`src/fsp_defines.svh`:
```
`ifndef FSP_DEFINES_SVH
`define FSP_DEFINES_SVH

// Width of temperature, threshold and ramp codes
`define FSP_CODE_W          8
// Ramp limits as codes
`define FSP_RAMP_FLOOR      8'h40
`define FSP_RAMP_CEIL       8'hC0
`define FSP_RAMP_SPAN       (`FSP_RAMP_CEIL - `FSP_RAMP_FLOOR)

// Clock rate and nominal pulse rate
`define FSP_MCLK_HZ         250000000
`define FSP_PWM_HZ          30
`define FSP_PERIOD_CYC      (`FSP_MCLK_HZ / `FSP_PWM_HZ)
`define FSP_STEP_CYC        (`FSP_PERIOD_CYC / `FSP_RAMP_SPAN)

// Supervision counts, in PWM periods or tach pulses
`define FSP_CNT_W           6
`define FSP_START_PERIODS   6'h20
`define FSP_DIAG_PERIODS    6'h03
`define FSP_MISS_PERIODS    6'h20
`define FSP_WINDOW_PERIODS  6'h20
`define FSP_RECOVER_PULSES  6'h10

// Step length input width
`define FSP_STEP_W          24

`endif

```
`src/fsp_pkg.sv`:
```
package fsp_pkg;
`include "fsp_defines.svh"

   typedef logic [`FSP_CODE_W-1:0] fsp_code_t;
   typedef logic [`FSP_CNT_W-1:0]  fsp_cnt_t;

   // Analog levels delivered as codes
   typedef struct packed {
      fsp_code_t temp_control_in;
      fsp_code_t autoshutdown_threshold;
      fsp_code_t autoshutdown_hysteresis;
   } fsp_levels_t;

   // Pin-side flags, in sync-vector order
   typedef struct packed {
      logic release_level;
      logic shutdown_level;
      logic fan_pulse_in;
   } fsp_pins_t;

   // Controller modes
   typedef enum logic [6:0] {
      ST_SHDN   = 7'h01,
      ST_ASHDN  = 7'h02,
      ST_START1 = 7'h04,
      ST_START2 = 7'h08,
      ST_RUN    = 7'h10,
      ST_DIAG   = 7'h20,
      ST_FAULT  = 7'h40
   } fsp_state_t;

endpackage

```
`src/fsp_ramp.sv`:
```
`timescale 1ns/1ps
`include "fsp_defines.svh"
module fsp_ramp
   import fsp_pkg::*;
#(
   parameter int STEP_CYC = `FSP_STEP_CYC
) (
   // Clock and reset
   input  wire logic                  mclk,
   input  wire logic                  resetn,
   // Step length, zero selects the default
   input  wire logic [`FSP_STEP_W-1:0] ramp_timing_cap,
   // Ramp value and period start
   output fsp_code_t                  ramp_q,
   output logic                       period_tick_q
);

   localparam logic [`FSP_STEP_W-1:0] STEP_DEF = `FSP_STEP_W'(STEP_CYC - 1);

   logic [`FSP_STEP_W-1:0] pres_q;
   logic [`FSP_STEP_W-1:0] step_last;

   // Refuse a step length the prescaler cannot hold
   if (STEP_CYC < 1 || STEP_CYC >= (1 << `FSP_STEP_W)) begin : g_bad_step
      $error("fsp_ramp: STEP_CYC out of range");
   end

   // Selected step length
   assign step_last = (ramp_timing_cap == '0) ? STEP_DEF : ramp_timing_cap - `FSP_STEP_W'(1);

   // Prescaler per ramp step
   always_ff @(posedge mclk or negedge resetn) begin
      if (!resetn) begin
         pres_q <= '0;
      end else if (pres_q >= step_last) begin
         pres_q <= '0;
      end else begin
         pres_q <= pres_q + `FSP_STEP_W'(1);
      end
   end

   always_ff @(posedge mclk or negedge resetn) begin
      if (!resetn) begin
         ramp_q        <= `FSP_RAMP_FLOOR;
         period_tick_q <= 1'b0;
      end else begin
         period_tick_q <= 1'b0;
         if (pres_q >= step_last) begin
            if (ramp_q >= `FSP_RAMP_CEIL - `FSP_CODE_W'(1)) begin
               ramp_q        <= `FSP_RAMP_FLOOR;
               period_tick_q <= 1'b1;
            end else begin
               ramp_q <= ramp_q + `FSP_CODE_W'(1);
            end
         end
      end
   end

endmodule

```
`src/fsp_ctrl.sv`:
```
`timescale 1ns/1ps
`include "fsp_defines.svh"
module fsp_ctrl
   import fsp_pkg::*;
#(
   parameter int PERIOD_CYC = `FSP_PERIOD_CYC,
   parameter int STEP_CYC   = PERIOD_CYC / `FSP_RAMP_SPAN
) (
   // Clock and reset
   input  wire logic                   mclk,
   input  wire logic                   resetn,
   // Levels and ramp step length
   input  fsp_levels_t                 levels_in,
   input  wire logic [`FSP_STEP_W-1:0] ramp_timing_cap,
   // Asynchronous pin flags
   input  fsp_pins_t                   pins_in,
   // Fan drive
   output logic                        pwm_drive_out,
   // Open-drain fault flag
   output logic                        fan_fault_n_out,
   output logic                        fan_fault_n_oe_n,
   // Mode for observation
   output fsp_state_t                  state_out
);

   fsp_state_t state_q;
   fsp_state_t state_d;
   fsp_code_t  ramp;
   logic       tick;
   logic [2:0] sync1_q;
   logic [2:0] sync2_q;
   logic [2:0] sync3_q;
   logic [2:0] stab_q;
   logic [2:0] stab_prev_q;
   logic       tach_edge;
   logic       shdn_s;
   logic       rel_s;
   logic       below_thr;
   logic       above_hys;
   logic       chg;
   logic       seen_any;
   fsp_cnt_t   per_cnt_q;
   fsp_cnt_t   miss_cnt_q;
   fsp_cnt_t   tach_cnt_q;
   logic       pulse_seen_q;
   logic       drive_d;

   // Refuse a period shorter than one ramp sweep
   if (PERIOD_CYC < `FSP_RAMP_SPAN || STEP_CYC < 1) begin : g_bad_period
      $error("fsp_ctrl: PERIOD_CYC too small for ramp span");
   end

   fsp_ramp #(
      .STEP_CYC        (STEP_CYC)
   ) fsp_ramp_i (
      .mclk            (mclk),
      .resetn          (resetn),
      .ramp_timing_cap (ramp_timing_cap),
      .ramp_q          (ramp),
      .period_tick_q   (tick)
   );

   generate
      for (genvar i = 0; i < 3; i++) begin : g_sync
         always_ff @(posedge mclk or negedge resetn) begin
            if (!resetn) begin
               sync1_q[i]     <= 1'b0;
               sync2_q[i]     <= 1'b0;
               sync3_q[i]     <= 1'b0;
               stab_q[i]      <= 1'b0;
               stab_prev_q[i] <= 1'b0;
            end else begin
               sync1_q[i]     <= pins_in[i];
               sync2_q[i]     <= sync1_q[i];
               sync3_q[i]     <= sync2_q[i];
               stab_prev_q[i] <= stab_q[i];
               if (sync2_q[i] == sync3_q[i]) begin
                  stab_q[i] <= sync3_q[i];
               end
            end
         end
      end
   endgenerate

   // Decoded flags and level compares
   assign tach_edge = stab_q[0] & ~stab_prev_q[0];
   assign shdn_s    = stab_q[1];
   assign rel_s     = stab_q[2];
   assign below_thr = levels_in.temp_control_in < levels_in.autoshutdown_threshold;
   assign above_hys = {1'b0, levels_in.temp_control_in} >
                      ({1'b0, levels_in.autoshutdown_threshold} + {1'b0, levels_in.autoshutdown_hysteresis});
   assign seen_any  = pulse_seen_q | tach_edge;
   assign chg       = (state_d != state_q);

   // Mode sequencing
   always_comb begin
      state_d = state_q;
      if (shdn_s) begin
         state_d = ST_SHDN;
      end else begin
         case (state_q)
            ST_SHDN: begin
               if (rel_s && !below_thr && levels_in.temp_control_in != levels_in.autoshutdown_threshold) begin
                  state_d = ST_START1;
               end
            end
            ST_ASHDN: begin
               if (above_hys) begin
                  state_d = ST_START1;
               end
            end
            ST_START1: begin
               if (below_thr) begin
                  state_d = ST_ASHDN;
               end else if (tick && per_cnt_q == `FSP_START_PERIODS - `FSP_CNT_W'(1)) begin
                  state_d = seen_any ? ST_RUN : ST_START2;
               end
            end
            ST_START2: begin
               if (below_thr) begin
                  state_d = ST_ASHDN;
               end else if (tick && per_cnt_q == `FSP_START_PERIODS - `FSP_CNT_W'(1)) begin
                  state_d = seen_any ? ST_RUN : ST_FAULT;
               end
            end
            ST_RUN: begin
               if (below_thr) begin
                  state_d = ST_ASHDN;
               end else if (tick && !tach_edge && miss_cnt_q == `FSP_MISS_PERIODS - `FSP_CNT_W'(1)) begin
                  state_d = ST_DIAG;
               end
            end
            ST_DIAG: begin
               if (below_thr) begin
                  state_d = ST_ASHDN;
               end else if (tick && per_cnt_q == `FSP_DIAG_PERIODS - `FSP_CNT_W'(1)) begin
                  state_d = seen_any ? ST_RUN : ST_START2;
               end
            end
            ST_FAULT: begin
               if (tach_edge && tach_cnt_q == `FSP_RECOVER_PULSES - `FSP_CNT_W'(1)) begin
                  state_d = below_thr ? ST_ASHDN : ST_RUN;
               end
            end
            default: begin
               state_d = ST_START1;
            end
         endcase
      end
   end

   always_ff @(posedge mclk or negedge resetn) begin
      if (!resetn) begin
         state_q <= ST_START1;
      end else begin
         state_q <= state_d;
      end
   end

   // Period counter per mode, wraps as fault window
   always_ff @(posedge mclk or negedge resetn) begin
      if (!resetn) begin
         per_cnt_q <= '0;
      end else if (chg) begin
         per_cnt_q <= '0;
      end else if (tick) begin
         if (per_cnt_q == `FSP_WINDOW_PERIODS - `FSP_CNT_W'(1)) begin
            per_cnt_q <= '0;
         end else begin
            per_cnt_q <= per_cnt_q + `FSP_CNT_W'(1);
         end
      end
   end

   // Tach seen in interval, set wins
   always_ff @(posedge mclk or negedge resetn) begin
      if (!resetn) begin
         pulse_seen_q <= 1'b0;
      end else begin
         pulse_seen_q <= tach_edge | (pulse_seen_q & ~chg);
      end
   end

   always_ff @(posedge mclk or negedge resetn) begin
      if (!resetn) begin
         miss_cnt_q <= '0;
      end else if (tach_edge || chg) begin
         miss_cnt_q <= '0;
      end else if (tick && miss_cnt_q != `FSP_MISS_PERIODS) begin
         miss_cnt_q <= miss_cnt_q + `FSP_CNT_W'(1);
      end
   end

   always_ff @(posedge mclk or negedge resetn) begin
      if (!resetn) begin
         tach_cnt_q <= '0;
      end else if (chg) begin
         tach_cnt_q <= '0;
      end else if (tick && per_cnt_q == `FSP_WINDOW_PERIODS - `FSP_CNT_W'(1)) begin
         tach_cnt_q <= tach_edge ? `FSP_CNT_W'(1) : '0;
      end else if (tach_edge && tach_cnt_q != `FSP_RECOVER_PULSES) begin
         tach_cnt_q <= tach_cnt_q + `FSP_CNT_W'(1);
      end
   end

   always_comb begin
      drive_d = 1'b0;
      case (state_q)
         ST_SHDN, ST_ASHDN: drive_d = 1'b0;
         ST_START1, ST_START2, ST_DIAG, ST_FAULT: drive_d = 1'b1;
         ST_RUN: drive_d = levels_in.temp_control_in > ramp;
         default: drive_d = 1'b0;
      endcase
   end

   always_ff @(posedge mclk or negedge resetn) begin
      if (!resetn) begin
         pwm_drive_out <= 1'b0;
      end else begin
         pwm_drive_out <= drive_d;
      end
   end

   // fault flag pulls low only in fault
   always_ff @(posedge mclk or negedge resetn) begin
      if (!resetn) begin
         fan_fault_n_out  <= 1'b0;
         fan_fault_n_oe_n <= 1'b1;
         state_out        <= ST_START1;
      end else begin
         fan_fault_n_out  <= 1'b0;
         fan_fault_n_oe_n <= (state_q != ST_FAULT);
         state_out        <= state_q;
      end
   end
endmodule

```
`config.mk`:
```
export PLATFORM = sky130hd
export DESIGN_NAME = fsp_ctrl
export DESIGN_NICKNAME = d
export VERILOG_FILES = /design/src/fsp_pkg.sv /design/src/fsp_ramp.sv /design/src/fsp_ctrl.sv
export VERILOG_INCLUDE_DIRS = /design/src
export SDC_FILE = /design/constraint.sdc
export NUM_CORES = 1
export LEC_CHECK = 0
export BUFFER_PORTS_ARGS = -buffer_cell sky130_fd_sc_hd__buf_2
export CORE_MARGIN = 4
export CORE_UTILIZATION = 49
export CTS_BUF_LIST = sky130_fd_sc_hd__clkbuf_2 sky130_fd_sc_hd__clkbuf_4 sky130_fd_sc_hd__clkbuf_8
export DETAILED_ROUTE_END_ITERATION = 10
export PLACE_DENSITY_LB_ADDON = 0.05
export SLEW_MARGIN = 20
export SYNTH_ARGS = -nofsm -noshare
export SYNTH_HDL_FRONTEND = slang
export SYNTH_SLANG_ARGS = --single-unit
```
`constraint.sdc`:
```
create_clock -name mclk -period 4.15 [get_ports mclk]
set_input_delay 0.6225 -clock mclk [delete_from_list [all_inputs] [get_ports mclk]]
set_output_delay 0.6225 -clock mclk [all_outputs]
set_load 0.01 [all_outputs]
```
==> flow_metrics.env <==
export IMPL_tritoncts="built"
export IMPL_cts_root_to_sink_buffers=2
export IMPL_ctsResizeCount=0
export IMPL_arithmetic_cell_share_of_the_synthesized_area_counting_full_adders_half_adders_and_majority_gates_pct=14.75
export IMPL_timing_worst_slew_pin_value_ps=970.4
export IMPL_final_cell_mix="dfrtp_1 (77), nor2_1 (75), ha_1 (65)"
export IMPL_drt_wirelength_per_cell_um=14.25
export IMPL_route_detailed_drc=0
export IMPL_vias=4865
export IMPL_syn_inst=644
export IMPL_crit_start="ramp_timing_cap[0]"
export IMPL_ys_warnings_count=0
export IMPL_max_cap_viol_count=0
export IMPL_drt_antenna_violating_nets=0
export IMPL_grt_overflow=0
export IMPL_drive_above_1_share_pct=17.51
export IMPL_dieWidth_um=117.3
export IMPL_yosys_mux_area_fraction_pct=1.368
export IMPL_gr_usage_all_layers_pct=19.12
export IMPL_preCtsSetupSlack_ps=-320.0
export IMPL_complex_gate_fraction_of_the_synthesized_area_pct=13.15
export IMPL_path_class="input pin to register"
export IMPL_post_cts_buffers=0
export IMPL_synth_async_reset_ratio_pct=100.0
export IMPL_storage_element_area_um2=2032
export IMPL_status="finished, final reports clean"
export IMPL_power_per_cell_area_nw_per_um2=309.0
export IMPL_max_slew_violation_count=0
export IMPL_vdd_ir_drop_max_uv=180.6
export IMPL_synth_top_cell_area_share_pct=32.92
export IMPL_ys_seq_area_share_pct=34.72
export IMPL_fin_nets=845
export IMPL_critPathRequiredTime_ps=4430
export IMPL_area_of_the_mapped_netlist_um2=5853
export IMPL_via_count_of_the_first_global_routing_pass=4874
export IMPL_synth_top_cells_by_area="dfrtp_1 (33%), ha_1 (14%), nor2_1 (4.9%)"
export IMPL_grt_max_degree=82
export IMPL_commonest_non_fill_non_tap_cell_in_the_layout="dfrtp_1"
export IMPL_yosys_most_used_dff="dfrtp_1"
export IMPL_synth_ff_latch_count=81
export IMPL_critical_path_max_stage_delay_ps=530
export IMPL_leading_area_contributor_after_synthesis="dfrtp_1"
export IMPL_crit_path_max_delay_cell_type="or4_1"
export IMPL_crit_fanout=16
export IMPL_drt_total_wl_um=12450
export IMPL_area_growth_syn_to_layout_pct=14.81
export IMPL_setup_reg_to_reg_worst_slack_ps=800
export IMPL_synth_xor_area_share_pct=8.529
export IMPL_global_route_wire_length_before_repair_um=21420
export IMPL_htree_num_levels=3
export IMPL_reg_to_reg_critical_path_endpoint="tach_cnt_q[0]"
export IMPL_drt_first_iter_violations=348
export IMPL_floorplan_die_area_um2=13760
export IMPL_dpl_hpwl_um=9500
export IMPL_worstSetupEndpoint="fsp_ramp_i.pres_q[22]"
export IMPL_r2r_start="state_q[5]"
export IMPL_core_area_um2=11560
export IMPL_synth_simple_area_share_pct=23.28
export IMPL_fillerInstances=1061
export IMPL_slew_limit_headroom_pct=35.18
export IMPL_hold_buffers=0
export IMPL_io_pins=63
export IMPL_postSynthNetCount=763
export IMPL_die_h_um=117.3
export IMPL_cts_buffers_inserted=9
export IMPL_combinational_family_with_the_most_area_after_synthesis="simple AND/OR/NAND/NOR gates"
export IMPL_final_setup_worst_slack_ps=234.5
export IMPL_crit_chain="buf_2, inv_1, ha_1, nand2_1, or3_1, nand2b_1, or4_1, nor2_1, nand2_1, and3_1, ha_1, a21o_1, a21o_1, a21oi_1, o21ai_0, o2111ai_1, o211ai_1, buf_6, buf_4, nor2_1"
export IMPL_final_util_pct=58.11
export IMPL_place_gp_congestion=0.8611
export IMPL_placement_rows=39
export IMPL_start_util_pct=50.61
export IMPL_finalSetupViolations=0
export IMPL_post_route_min_period_ps=3915
export IMPL_antenna_violations_before_repair=0
export IMPL_final_min_period_over_clock_period_pct=94.35
export IMPL_min_delay_path_class="input pin to asynchronous set/reset pin"
export IMPL_hold_violations=0
export IMPL_setup_worst_path_end_class="register"
export IMPL_antenna_cells=0
export IMPL_p_total_uw=2077
export IMPL_synthesis_area_per_instance_um2=9.089
export IMPL_synth_lib_cells_used_distinct=63
export IMPL_io_buffer_count=61
export IMPL_r2r_cells=7
export IMPL_unrepaired_setup_endpoints_after_global_routing="false"
export IMPL_count_of_flip_flops_with_a_built_in_enable_after_synthesis=0
export IMPL_clock_sinks=81
export IMPL_detail_route_vias_per_cell=5.566
export IMPL_max_freq_mhz=255.4
export IMPL_clkSlewWorstSetupHoldPaths_ps=80
export IMPL_clock_latency_reported_for_the_late_side_of_the_worst_skew_pair_ps=350
export IMPL_root_buffer="clkbuf_8"
export IMPL_multiInputGateArea_um2=3627
export IMPL_static_leakage_power_uw=0.003190
export IMPL_timing_critical_path_from_type="input pin"
export IMPL_finalClockSkew_ps=7.648
export IMPL_timing_critical_path_arrival_ps=4200
export IMPL_drt_first_pass_iters=4
## final cells by class
class / instances / area share [%]
timing repair buffer: 88 / 7.894
tap: 143 / 2.662
sequential: 81 / 30.24
clock buffer: 11 / 2.067
inverter: 35 / 1.955
multi-input combinational: 511 / 53.98
clock inverter: 5 / 1.210
## routing by layer
metal  vias up  track usage (%)  part of all wire, %
met5         -                0                    0
met1      2304            24.71                   48
met4         0            5.046                 0.75
li1       2471                -                    -
met2        84            32.99                   49
met3         6            3.445                  3.0
## cell usage after synthesis (3+ instances only)
cell type  count
a211oi_1       7
a21o_1        13
a21oi_1       20
a22oi_1        7
a31oi_1        6
and2_1         6
and3_1        16
buf_2          5
buf_6          4
clkbuf_1       8
dfrtp_1       77
dfstp_2        4
ha_1          65
inv_1         35
maj3_1         3
mux2i_1        8
nand2_1       40
nand2b_1      11
nand3_1       18
nand4_1       16
nor2_1        76
nor2b_1        9
nor3_1        24
nor3_2         7
nor3b_1        5
nor4_1         9
nor4b_1        3
o211ai_1       4
o21a_1         9
o21ai_0       22
o21bai_1       4
o22ai_1        3
o2bb2ai_1      4
or3_1          5
or4_1          5
xnor2_1       26
xor2_1        31
## logic make-up (layout without fill, tap and decap cells)
family	Yosys count	after routing
flops	81	81
compound gates	114	114
other cells	1	1
buf+inv	54	139
simple gates	260	262
xor+xnor	57	57
mux	8	8
fa+ha+maj	69	69
## worst min-delay path by stage
stage                    start                       end  slack (ps)  cells past startpoint
floorplan               resetn  fsp_ramp_i.period_tick_q         330                      0
global placement    sync1_q[1]                sync2_q[1]         330                      0
detailed placement  sync1_q[2]                sync2_q[2]         340                      0
CTS                 pins_in[0]                sync1_q[0]         350                      1
global route        pins_in[0]                sync1_q[0]         340                      1
finish                  resetn                sync1_q[2]         320                      1
## state kept, by name, summed over array words and instances (netlist names), 6 cells and up
signal / count
fsp_ramp_i.pres_q: 24
fsp_ramp_i.ramp_q: 8
state_out: 7
state_q: 7
miss_cnt_q: 6
per_cnt_q: 6
tach_cnt_q: 6
## critical path: cells and delay by family
kind	cells	cell delay [ps]
AOI/OAI and AO/OA	6	830
buffers and inverters	4	500
adders and majority gates	2	440
and+or+nand+nor	8	1810
## stage by stage
stage | cell area [um2] | hold WS [ps] | TNS [ps] | cells
after floorplan | 5863 | 326.9 | 0 | 644
after CTS | 6670 | 347.5 | 0 | 872
after detailed placement | 6450 | 337.8 | -12570 | 856
final | 6720 | 316.3 | 0 | 874
after global placement | 6450 | 332.7 | -9380 | 856
after global routing | 6720 | 340.3 | 0 | 874
## where the power goes
group          switching (uW)  total [uW]  internal, uW
Combinational             314         545           232
Sequential               50.6         886           835
Clock                     291         645           354
Note: power is estimated with default switching activity, not from simulation.
